`config.mk`:
```
export PLATFORM = sky130hd
export DESIGN_NAME = amx_regs
export DESIGN_NICKNAME = d
export VERILOG_FILES = /design/src/verilog/amx_pkg.sv /design/src/verilog/amx_cap_if.sv /design/src/verilog/amx_low_capture.sv /design/src/verilog/amx_tick_gen.sv /design/src/verilog/amx_regs.sv
export SDC_FILE = /design/constraint.sdc
export NUM_CORES = 1
export LEC_CHECK = 0
export BUFFER_PORTS_ARGS = -buffer_cell sky130_fd_sc_hd__buf_2
export CORE_AREA = 2 2 115 73
export DETAILED_ROUTE_END_ITERATION = 12
export DIE_AREA = 0 0 117 75
export GPL_TIMING_DRIVEN = 0
export PLACE_DENSITY = 0.86
export SLEW_MARGIN = 20
export SYNTH_ARGS = -nofsm -noshare
export SYNTH_HDL_FRONTEND = slang
export SYNTH_SLANG_ARGS = --single-unit
```
`constraint.sdc`:
```
create_clock -name core_clk_i -period 4.91 [get_ports core_clk_i]
set_clock_uncertainty 0.05 [all_clocks]
set_input_delay 0.491 -clock core_clk_i [delete_from_list [all_inputs] [get_ports core_clk_i]]
set_output_delay 0.491 -clock core_clk_i [all_outputs]
set_load 0.05 [all_outputs]
```
`src/verilog/amx_pkg.sv`:
```
// amx_pkg: register map, field positions and timing for the alert mask / config slice
package amx_pkg;

  // register offsets on the documented register port
  localparam logic [7:0] OFS_ALERT_MASK_TWO  = 8'h75;
  localparam logic [7:0] OFS_EXT_LOW_ONE     = 8'h76;
  localparam logic [7:0] OFS_EXT_LOW_TWO     = 8'h77;
  localparam logic [7:0] OFS_PIN_TACH_CONFIG = 8'h78;

  // power-on values
  localparam logic [7:0] RST_ALERT_MASK_TWO  = 8'h00;
  localparam logic [7:0] RST_EXT_LOW         = 8'h00;
  localparam logic [7:0] RST_PIN_TACH_CONFIG = 8'h00;
  localparam logic [7:0] READ_UNMAPPED       = 8'h00;

  // alert mask fields
  localparam int MSK_TWELVE_VOLT_OR_VID = 0;
  localparam int MSK_OVERTEMP           = 1;
  localparam int MSK_FAN1               = 2;
  localparam int MSK_FAN2               = 3;
  localparam int MSK_FAN3               = 4;
  localparam int MSK_FAN4_OR_TIMER      = 5;
  localparam int MSK_REMOTE_ONE_DIODE   = 6;
  localparam int MSK_REMOTE_TWO_DIODE   = 7;

  // configuration fields
  localparam int CFG_ALERT_ENABLE       = 0;
  localparam int CFG_THERMAL_ROUTING    = 1;
  localparam int CFG_FULL_FAN_ON_THERMAL_LIMIT_PIN  = 2;
  localparam int CFG_FAST_TACH          = 3;
  localparam int CFG_CONT_TACH_LO       = 4;
  localparam int CFG_CONT_TACH_HI       = 7;

  // shared pin function codes
  localparam logic [1:0] FN_FOURTH_TACH = 2'h0;
  localparam logic [1:0] FN_THERMAL     = 2'h1;
  localparam logic [1:0] FN_ALERT       = 2'h2;
  localparam logic [1:0] FN_GENERAL_IO  = 2'h3;

  // fast tach repeat time
  localparam int FAST_TACH_MS     = 250;
  localparam int CLK_KHZ          = 200000;
  localparam int FAST_TACH_CYCLES = FAST_TACH_MS * CLK_KHZ;

endpackage : amx_pkg

```
`src/verilog/amx_cap_if.sv`:
```
// amx_cap_if: carries one extended-resolution capture channel between top and capture
`timescale 1ns/1ps
`default_nettype none
interface amx_cap_if;
  logic       update;
  logic [7:0] low_bits;
  logic       ext_read;
  logic [3:0] hi_read;
  logic       frozen;
  logic [7:0] held;

  modport owner   (output update, low_bits, ext_read, hi_read, input frozen, held);
  modport capture (input update, low_bits, ext_read, hi_read, output frozen, held);
endinterface : amx_cap_if
`default_nettype wire

```
`src/verilog/amx_low_capture.sv`:
```
// amx_low_capture: low-bit readback register that freezes on read until high bytes are read
`timescale 1ns/1ps
`default_nettype none
module amx_low_capture (
  // clock and reset
  input wire logic     core_clk_i,
  input wire logic     reset_n_i,
  // capture channel
  amx_cap_if.capture   cap
);

  logic       frozen_reg, frozen_next;
  logic [7:0] held_reg,   held_next;
  logic [3:0] seen_reg,   seen_next;

  // a fresh read re-arms the freeze even if the last high byte lands in that cycle
  always_comb begin
    frozen_next = frozen_reg;
    seen_next   = frozen_reg ? (seen_reg | cap.hi_read) : 4'h0;
    held_next   = held_reg;
    if (cap.ext_read) begin
      frozen_next = 1'b1;
      seen_next   = 4'h0;
    end else if (frozen_reg && (&(seen_reg | cap.hi_read))) begin
      frozen_next = 1'b0;
      seen_next   = 4'h0;
    end
    // no update during a read so the low bits match the high bytes frozen with them
    if (cap.update && !frozen_reg && !cap.ext_read) begin
      held_next = cap.low_bits;
    end
  end

  // state registers
  always_ff @(posedge core_clk_i) begin
    if (!reset_n_i) begin
      frozen_reg <= 1'b0;
      seen_reg   <= 4'h0;
      held_reg   <= amx_pkg::RST_EXT_LOW;
    end else begin
      frozen_reg <= frozen_next;
      seen_reg   <= seen_next;
      held_reg   <= held_next;
    end
  end

  assign cap.frozen = frozen_reg;
  assign cap.held   = held_reg;
endmodule : amx_low_capture
`default_nettype wire

```
`src/verilog/amx_tick_gen.sv`:
```
// amx_tick_gen: periodic one-cycle tick while enabled
`timescale 1ns/1ps
`default_nettype none
module amx_tick_gen #(
  parameter int PERIOD = amx_pkg::FAST_TACH_CYCLES
) (
  // clock and reset
  input  wire logic core_clk_i,
  input  wire logic reset_n_i,
  // control and tick
  input  wire logic enable_i,
  output logic      tick_o
);

  logic [31:0] count_reg, count_next;
  logic        tick_reg,  tick_next;

  // counter restarts whenever the mode is off, so the first tick is a full period away
  always_comb begin
    count_next = 32'h0;
    tick_next  = 1'b0;
    if (enable_i) begin
      if (count_reg == 32'(PERIOD - 1)) begin
        tick_next = 1'b1;
      end else begin
        count_next = count_reg + 32'h1;
      end
    end
  end

  // state registers
  always_ff @(posedge core_clk_i) begin
    if (!reset_n_i) begin
      count_reg <= 32'h0;
      tick_reg  <= 1'b0;
    end else begin
      count_reg <= count_next;
      tick_reg  <= tick_next;
    end
  end

  assign tick_o = tick_reg;
endmodule : amx_tick_gen
`default_nettype wire

```
`src/verilog/amx_regs.sv`:
```
// amx_regs: alert mask, extended-resolution readback and pin/tach configuration registers
//
// Summary of operation
// - mask bit 0 hides 12 V alerts
// - as voltage-ID pin, bit 0 hides code-change alerts
// - mask bit 1 hides thermal-pin overtemperature alerts
// - mask bits 2-4 hide fan 1-3 faults
// - mask bit 5 meaning follows shared pin function
// - mask bits 6-7 hide remote diode faults
// - all four registers reset to zero
// - first readback: 2.5 V, Vccp, Vcc, 5 V
// - second readback: 12 V, remote1, local, remote2
// - readback read freezes it and high bytes
// - config bit 0 picks alert or fan drive
// - routing bit and code place thermal input
// - fast bit repeats tach every 250 ms
// - bits 4-7 continuous tach, no stretching
// - lock bit makes configuration read-only
// - timer overrun sets status bit 5, masked
`timescale 1ns/1ps
`default_nettype none
module amx_regs #(
  parameter int FAST_TACH_CYCLES = amx_pkg::FAST_TACH_CYCLES
) (
  // clock and reset
  input  wire logic       core_clk_i,
  input  wire logic       reset_n_i,
  // register port
  input  wire logic [7:0] reg_addr_i,
  input  wire logic       reg_wr_i,
  input  wire logic [7:0] reg_wdata_i,
  input  wire logic       reg_rd_i,
  output logic      [7:0] reg_rdata_o,
  output logic            reg_hit_o,
  // lock from the first configuration register
  input  wire logic       config_lock_i,
  // second interrupt status register contents
  input  wire logic [7:0] status_two_i,
  input  wire logic       voltage_id_bit_five_mode_i,
  // measurement low bits and high-byte read strobes
  input  wire logic       meas_update_i,
  input  wire logic [7:0] low_bits_one_i,
  input  wire logic [7:0] low_bits_two_i,
  input  wire logic [3:0] hi_read_one_i,
  input  wire logic [3:0] hi_read_two_i,
  output logic            frozen_one_o,
  output logic            frozen_two_o,
  // shared pins
  input  wire logic [1:0] shared_pin_function_code_i,
  input  wire logic       pin22_level_n_i,
  input  wire logic       pin14_level_n_i,
  input  wire logic       second_fan_drive_i,
  output logic            pin10_out_o,
  output logic            pin10_oe_n_o,
  output logic            pin14_out_o,
  output logic            pin14_oe_n_o,
  // pin routing decode
  output logic            pin22_thermal_o,
  output logic            pin14_fourth_tach_o,
  output logic            pin14_thermal_o,
  output logic            pin14_general_io_o,
  output logic            thermal_limit_pin_o,
  // fan and tach controls
  output logic            fans_full_o,
  output logic            fast_tach_o,
  output logic            fast_tach_tick_o,
  output logic      [3:0] continuous_tach_o,
  output logic      [3:0] stretch_disable_o,
  // alert level
  output logic            alert_active_o
);

  logic [7:0] mask_reg,   mask_next;
  logic [7:0] cfg_reg,    cfg_next;
  logic [7:0] rdata_reg,  rdata_next;
  logic       alert_reg,  alert_next;
  logic       p10_out_reg, p10_out_next;
  logic       p10_oe_reg,  p10_oe_next;
  logic       p14_oe_reg,  p14_oe_next;
  logic       full_reg,   full_next;
  logic       hit_mask, hit_ext1, hit_ext2, hit_cfg;
  logic       pin22_thermal_limit_pin, pin14_thermal_limit_pin, thermal_limit_pin_on;

  amx_cap_if cap_one ();
  amx_cap_if cap_two ();

  // address decode
  always_comb begin
    hit_mask = 1'b0;
    hit_ext1 = 1'b0;
    hit_ext2 = 1'b0;
    hit_cfg  = 1'b0;
    if (reg_addr_i == amx_pkg::OFS_ALERT_MASK_TWO) begin
      hit_mask = 1'b1;
    end else if (reg_addr_i == amx_pkg::OFS_EXT_LOW_ONE) begin
      hit_ext1 = 1'b1;
    end else if (reg_addr_i == amx_pkg::OFS_EXT_LOW_TWO) begin
      hit_ext2 = 1'b1;
    end else if (reg_addr_i == amx_pkg::OFS_PIN_TACH_CONFIG) begin
      hit_cfg = 1'b1;
    end
  end

  assign reg_hit_o = hit_mask | hit_ext1 | hit_ext2 | hit_cfg;

  // capture channels; the readback registers take no writes
  assign cap_one.update   = meas_update_i;
  assign cap_one.low_bits = low_bits_one_i;
  assign cap_one.ext_read = reg_rd_i && hit_ext1;
  assign cap_one.hi_read  = hi_read_one_i;
  assign cap_two.update   = meas_update_i;
  assign cap_two.low_bits = low_bits_two_i;
  assign cap_two.ext_read = reg_rd_i && hit_ext2;
  assign cap_two.hi_read  = hi_read_two_i;

  amx_low_capture u_cap_one (
    .core_clk_i (core_clk_i),
    .reset_n_i  (reset_n_i),
    .cap        (cap_one.capture)
  );

  amx_low_capture u_cap_two (
    .core_clk_i (core_clk_i),
    .reset_n_i  (reset_n_i),
    .cap        (cap_two.capture)
  );

  // frozen flags also hold the matching high-byte result registers outside
  assign frozen_one_o = cap_one.frozen;
  assign frozen_two_o = cap_two.frozen;

  // writes and read data
  always_comb begin
    mask_next  = mask_reg;
    cfg_next   = cfg_reg;
    rdata_next = rdata_reg;
    if (reg_wr_i && hit_mask) begin
      mask_next = reg_wdata_i;
    end
    // once locked, writes are dropped silently
    if (reg_wr_i && hit_cfg && !config_lock_i) begin
      cfg_next = reg_wdata_i;
    end
    if (reg_rd_i) begin
      if (hit_mask) begin
        rdata_next = mask_reg;
      end else if (hit_ext1) begin
        rdata_next = cap_one.held;
      end else if (hit_ext2) begin
        rdata_next = cap_two.held;
      end else if (hit_cfg) begin
        rdata_next = cfg_reg;
      end else begin
        rdata_next = amx_pkg::READ_UNMAPPED;
      end
    end
  end

  // pin routing: pin 22 is thermal only when routed there and pin 14 is not thermal
  always_comb begin
    pin22_thermal_limit_pin = cfg_reg[amx_pkg::CFG_THERMAL_ROUTING] &&
                  (shared_pin_function_code_i != amx_pkg::FN_THERMAL);
    pin14_thermal_limit_pin = (shared_pin_function_code_i == amx_pkg::FN_THERMAL);
    thermal_limit_pin_on    = (pin22_thermal_limit_pin && !pin22_level_n_i) ||
                  (pin14_thermal_limit_pin && !pin14_level_n_i);
  end

  assign pin22_thermal_o     = pin22_thermal_limit_pin;
  assign pin14_thermal_o     = pin14_thermal_limit_pin;
  assign pin14_fourth_tach_o = (shared_pin_function_code_i == amx_pkg::FN_FOURTH_TACH);
  assign pin14_general_io_o  = (shared_pin_function_code_i == amx_pkg::FN_GENERAL_IO);
  assign thermal_limit_pin_o = thermal_limit_pin_on;

  // alert and pin drive
  always_comb begin
    // masks gate the alert only; status bits stay untouched for software
    // bit 0 is 12 V or voltage-ID change, bit 5 follows the pin 14 function
    alert_next = |(status_two_i & ~mask_reg);
    full_next  = cfg_reg[amx_pkg::CFG_FULL_FAN_ON_THERMAL_LIMIT_PIN] && thermal_limit_pin_on;
    if (cfg_reg[amx_pkg::CFG_ALERT_ENABLE]) begin
      // open drain: pull low only while an alert is pending
      p10_out_next = 1'b0;
      p10_oe_next  = !alert_reg;
    end else begin
      p10_out_next = second_fan_drive_i;
      p10_oe_next  = 1'b0;
    end
    p14_oe_next = !(alert_reg && (shared_pin_function_code_i == amx_pkg::FN_ALERT));
  end

  // state registers
  always_ff @(posedge core_clk_i) begin
    if (!reset_n_i) begin
      mask_reg    <= amx_pkg::RST_ALERT_MASK_TWO;
      cfg_reg     <= amx_pkg::RST_PIN_TACH_CONFIG;
      rdata_reg   <= amx_pkg::READ_UNMAPPED;
      alert_reg   <= 1'b0;
      p10_out_reg <= 1'b0;
      p10_oe_reg  <= 1'b1;
      p14_oe_reg  <= 1'b1;
      full_reg    <= 1'b0;
    end else begin
      mask_reg    <= mask_next;
      cfg_reg     <= cfg_next;
      rdata_reg   <= rdata_next;
      alert_reg   <= alert_next;
      p10_out_reg <= p10_out_next;
      p10_oe_reg  <= p10_oe_next;
      p14_oe_reg  <= p14_oe_next;
      full_reg    <= full_next;
    end
  end

  assign reg_rdata_o    = rdata_reg;
  assign alert_active_o = alert_reg;
  assign pin10_out_o    = p10_out_reg;
  assign pin10_oe_n_o   = p10_oe_reg;
  assign pin14_out_o    = 1'b0;
  assign pin14_oe_n_o   = p14_oe_reg;
  assign fans_full_o    = full_reg;

  // tach controls straight from the configuration register
  assign fast_tach_o       = cfg_reg[amx_pkg::CFG_FAST_TACH];
  assign continuous_tach_o = cfg_reg[amx_pkg::CFG_CONT_TACH_HI:amx_pkg::CFG_CONT_TACH_LO];
  assign stretch_disable_o = cfg_reg[amx_pkg::CFG_CONT_TACH_HI:amx_pkg::CFG_CONT_TACH_LO];

  // fast tach repeat tick; long count, so the period is a parameter
  amx_tick_gen #(
    .PERIOD (FAST_TACH_CYCLES)
  ) u_fast_tick (
    .core_clk_i (core_clk_i),
    .reset_n_i  (reset_n_i),
    .enable_i   (cfg_reg[amx_pkg::CFG_FAST_TACH]),
    .tick_o     (fast_tach_tick_o)
  );
endmodule : amx_regs
`default_nettype wire

```
* Word level (Yosys, flattened, before mapping)
Cells that the tools add are included.
** Word-level totals
- Bits in read-only memories :: 0
- Memories :: 0
- Bits in latches :: 0
- Bits in writable memories :: 0
- Output and inout bits :: 32
- Register bits after elaboration :: 88
** Cells by class
- Add/sub/neg operators :: 1
- Bitwise logic cells :: 11
- Shift-type cells :: 0
- Multipliers :: 0
- Eq/ne operators :: 9
- Multiplexer cells :: 20
- Reduce and logical (&&, ||, !) cells :: 37
- Order comparisons :: 0
- Divide/modulo/power cells :: 0
** Operators by type and width (number)
- 32-bit by 1-bit adder with 32-bit output, second input constant :: 1
- 32-bit by 26-bit equality test with 1-bit output, second input constant :: 1
- 8-bit by 7-bit equality test with 1-bit output, second input constant :: 4
- 8-bit two-way mux :: 4
- 1-bit logical AND :: 16
- 1-bit two-way mux :: 16
- 1-bit logical NOT :: 9
- 8-bit AND :: 1
- 8-bit NOT :: 1
- 4-bit bitwise OR :: 2
- 4-bit AND reduction :: 2
- 4-bit OR reduction :: 2
- 8-bit OR reduction :: 1
- 2-bit equality test, second input constant :: 2
- 1-bit NOT :: 4
- 2-bit nonzero test :: 2
- 1-bit bitwise OR :: 3
- 3-bit OR reduction :: 1
- 2-bit by 1-bit equality test with 1-bit output, second input constant :: 1
- 2-bit logical NOT :: 1
- 2-bit by 1-bit != test with 1-bit output, second input constant :: 1
- 2-bit AND reduction :: 1
- 2-bit OR reduction :: 1
- 1-bit logical OR :: 1

* Longest topological paths before layout
- Depth after elaboration :: 9
- Mapped depth :: 7

* Modules after synthesis
Synthesis repeated with hierarchy kept, for this count alone.
** Second synthesis, totals
- Cells, all modules :: 458
- Area total of the unflattened synthesis :: 4227.8 um^2
** Modules (own cells, without submodules)
- amx_tick_gen :: instances 1, sequential area each 660.6 um^2, area each 1682.9 um^2, cells each 195
- amx_regs :: instances 1, sequential area each 580.6 um^2, area each 1566.5 um^2, cells each 177
- amx_low_capture :: instances 2, sequential area each 260.2 um^2, area each 489.2 um^2, cells each 43

* Worst setup path after synthesis
OpenSTA, ideal clock, no wires.
- Path kind :: input to output
- Start point :: in reg_addr_i[7]
- End point :: out reg_hit_o
- Setup slack :: 2.057 ns
- Data required time :: 4.369 ns
- Arrival time :: 2.312 ns
- Stages :: 5
- Path through :: and4b_1 -> clkbuf_1 -> nand2b_1 -> clkbuf_1 -> o21ai_0
** On the way
- Word-level cells in the longest chain between the ends :: 6
** Ends and longest elaborated chain
- from (decl) :: line amx_regs.sv:29 : input wire logic [7:0] reg_addr_i,
- 8-bit by 7-bit equality test with 1-bit output (on tied branches) :: line amx_regs.sv:95, amx_regs.sv:97, amx_regs.sv:99
- 1-bit two-way mux (on tied branches) :: line amx_regs.sv:95, amx_regs.sv:97, amx_regs.sv:99
- 1-bit two-way mux (on tied branches) :: line amx_regs.sv:93, amx_regs.sv:95, amx_regs.sv:97
- 1-bit bitwise OR (tied with other cells) :: line amx_regs.sv:104 : assign reg_hit_o = hit_mask | hit_ext1 | hit_ext2 | hit_cfg;
- 1-bit bitwise OR / 1-bit two-way mux (equally long branches) :: line amx_regs.sv:104, amx_regs.sv:93
- 1-bit bitwise OR (*) :: line amx_regs.sv:104
- to (decl) :: line amx_regs.sv:34 : output logic reg_hit_o,
Every way passes the cells marked *; elsewhere a longest branch is shown, timed or not.

* Worst setup path after layout
Same ends and word-level chain as after synthesis.

==> metrics.txt <==
asr flop ratio synth=0; depth of the CTS H-tree=3; Power Density=325 nW/µm²; vias in the first global route=3692; clock buffer depth=2; measured slew at the worst slew-check pin=778 ps; Clock Sinks=88; post-layout util=0.659; post-synthesis sequential area ratio=0.428; top cell type's share of synthesized area=0.428; Die X=117 µm; crit-path max FO=9; via count=3900; Worst path top cell family by delay=buffers and inverters; Port Buffer Count=88; 1st-iter DRT viols=376; post-synth cell types=52; DRC violations left=0; FF-to-FF End=u_fast_tick.count_reg[4]; largest net degree at the start of global routing=15; CORE AREA=7660 µm²; area of the multi-input gates=2110 µm²; first-pass iteration count of the detailed router=5; Hold Startpoint=shared_pin_function_code_i[1]; Final Instance Area=5050 µm²; Hold EP=pin14_oe_n_o; All-Layer GR Usage=0.265; max FFs per register=32; Detailed Route WL=11300 µm; postcts setup bufs=0; first-pass GRT wire length=17700 µm; gr ovfl total=0; Final Power=1.64 mW; CTS resizes=0; final period utilization=0.509; Worst VDD drop=296 µV; worst setup margin=2410 ps; FMAX=0.400 GHz; reg2reg path depth=7; Mapped Area=4120 µm²; Layout area overhead=22.6%; arrival time worst endpoint=1960 ps; ANT cells=0; Nets=612; initial antenna violation count=0; DP Area=4690 µm²; IO Pins=92; CP max stage cell=clkbuf_1; met2 global-route usage=0.411; die footprint=8780 µm²; kind of end point of the critical path=output port; CP required=4370 ps; Critical path origin=reg_addr_i[7]; status=finished clean; Final ANT Viol Nets=0; area leader, netlist=dfxtp_1; GPL Wtd Cong=0.896; setup TNS=0 ps; Mean Syn Cell Area=9.11 µm²; Buf/Inv on CP=4; pre-CTS setup slack=2440 ps; CTS buffer count=9; r2r startpoint=u_fast_tick.count_reg[0]; worst-path cell chain=buf_2 -> and4b_1 -> clkbuf_1 -> nand2b_1 -> clkbuf_1 -> o21ai_0 -> buf_2; commonest non-fill, non-tap cell in the layout=buf_2; Most used DFF post-synth=dfxtp_1; Syn Nets=513; CTS Hold Buffers Added=0; Starting Density=0.537; hold slack=312 ps; WL/cell=17.0 µm; critical path class=input pin to output port; max cap viols=0; Cells after Synth=452; proportion of layout cells with a drive suffix above 1=0.248; CTS tree=built; die height=75 µm; Synth area leaders=dfxtp_1, mux2i_1, o31ai_1, nor2b_1, nor2_1; clk_lat worst skew=350 ps; Worst-path clk slew=70 ps; hold crit path type=input pin to register; Post-synth EDFFs=0; CP Launch Type=input pin; Most Crowded Layer GR=met2; met1 GRT Util=0.360; Pleak=2.03 nW; CTS Root Cell=clkbuf_16; Worst R2R Setup Slack=2760 ps; dpl cells=648; Final Hold Fails=0; commonest cells after routing, fill and taps aside=buf_2, dfxtp_1, nor2_1; RSZ-0062 raised after global routing=no; slew margin rel.=0.479; Slew Limit Fails=0; grt met3 use=0.0942; final setup vio count=0; Register Area=1760 µm²; hold path depth=2; cell row count=25; CP peak stage delay=300 ps; Yosys reg bits=88; Non-Filler Instances=664; minimum clock period=2500 ps; Fillers=613; Syn. warnings=0; vias per cell=5.87; post-detail-place hpwl=8180 µm
==> report_power, final <==
group          leakage (nW)  internal [mW]  total [mW]  switching (mW)
combinational          1.15         0.0429       0.106          0.0634
clock                 0.172          0.524       0.808           0.284
sequential            0.713          0.723       0.729         0.00538
==> worst max path at each step <==
| stage | endpoint | slack, ps | cells past startpoint |
|---|---|---|---|
| after floorplan | reg_hit_o | 2060 | 5 |
| after global placement | reg_hit_o | 2450 | 7 |
| after detailed placement | reg_hit_o | 2440 | 7 |
| after CTS | reg_hit_o | 2430 | 7 |
| after global routing | reg_hit_o | 2320 | 7 |
| final | reg_hit_o | 2410 | 7 |
==> cell usage after synthesis (4+ instances only) <==
library cell / instances
o21ai_1: 8
buf_4: 9
nand3_1: 19
clkbuf_1: 12
o22a_1: 8
nand2_1: 21
o21ai_0: 6
dfxtp_1: 88
and4_1: 5
nor2b_1: 25
and3_1: 6
nor2_1: 38
mux2i_1: 32
nand3b_1: 11
o31ai_1: 26
inv_1: 15
and2_1: 4
o22ai_1: 6
a21oi_1: 25
xor2_1: 9
nand2b_1: 4
or4_1: 15
nand4_1: 7
buf_2: 11
==> layout make-up <==
class / instances / share of cell area
plain buffers: 36 / 0.0377
clock buffers: 11 / 0.0500
clock inverters: 5 / 0.0203
inverters: 15 / 0.0111
multi-input cells: 313 / 0.418
flip-flops and latches: 88 / 0.349
well taps: 108 / 0.0268
repair buffers: 88 / 0.0872
==> cell families (layout without fill, tap and decap cells) <==
| group | Yosys count | count (layout) | synth area share |
|---|---|---|---|
| and+or+nand+nor | 178 | 178 | 0.256 |
| AOI/OAI and AO/OA | 90 | 90 | 0.152 |
| DFF | 88 | 88 | 0.428 |
| buffers and inverters | 51 | 155 | 0.0598 |
| muxes | 32 | 32 | 0.0778 |
| xor gates and xnor gates | 11 | 11 | 0.0234 |
| adders and majority gates | 1 | 1 | 0.00304 |
| other | 1 | 1 | 0.000910 |
==> layer usage <==
layer	share of wire	vias to the layer above
li1	-	1835
met1	0.45	1850
met2	0.45	196
met3	0.094	19
met4	0.011	0
met5	0	-
No activity file was read; power rests on OpenSTA's default activity.
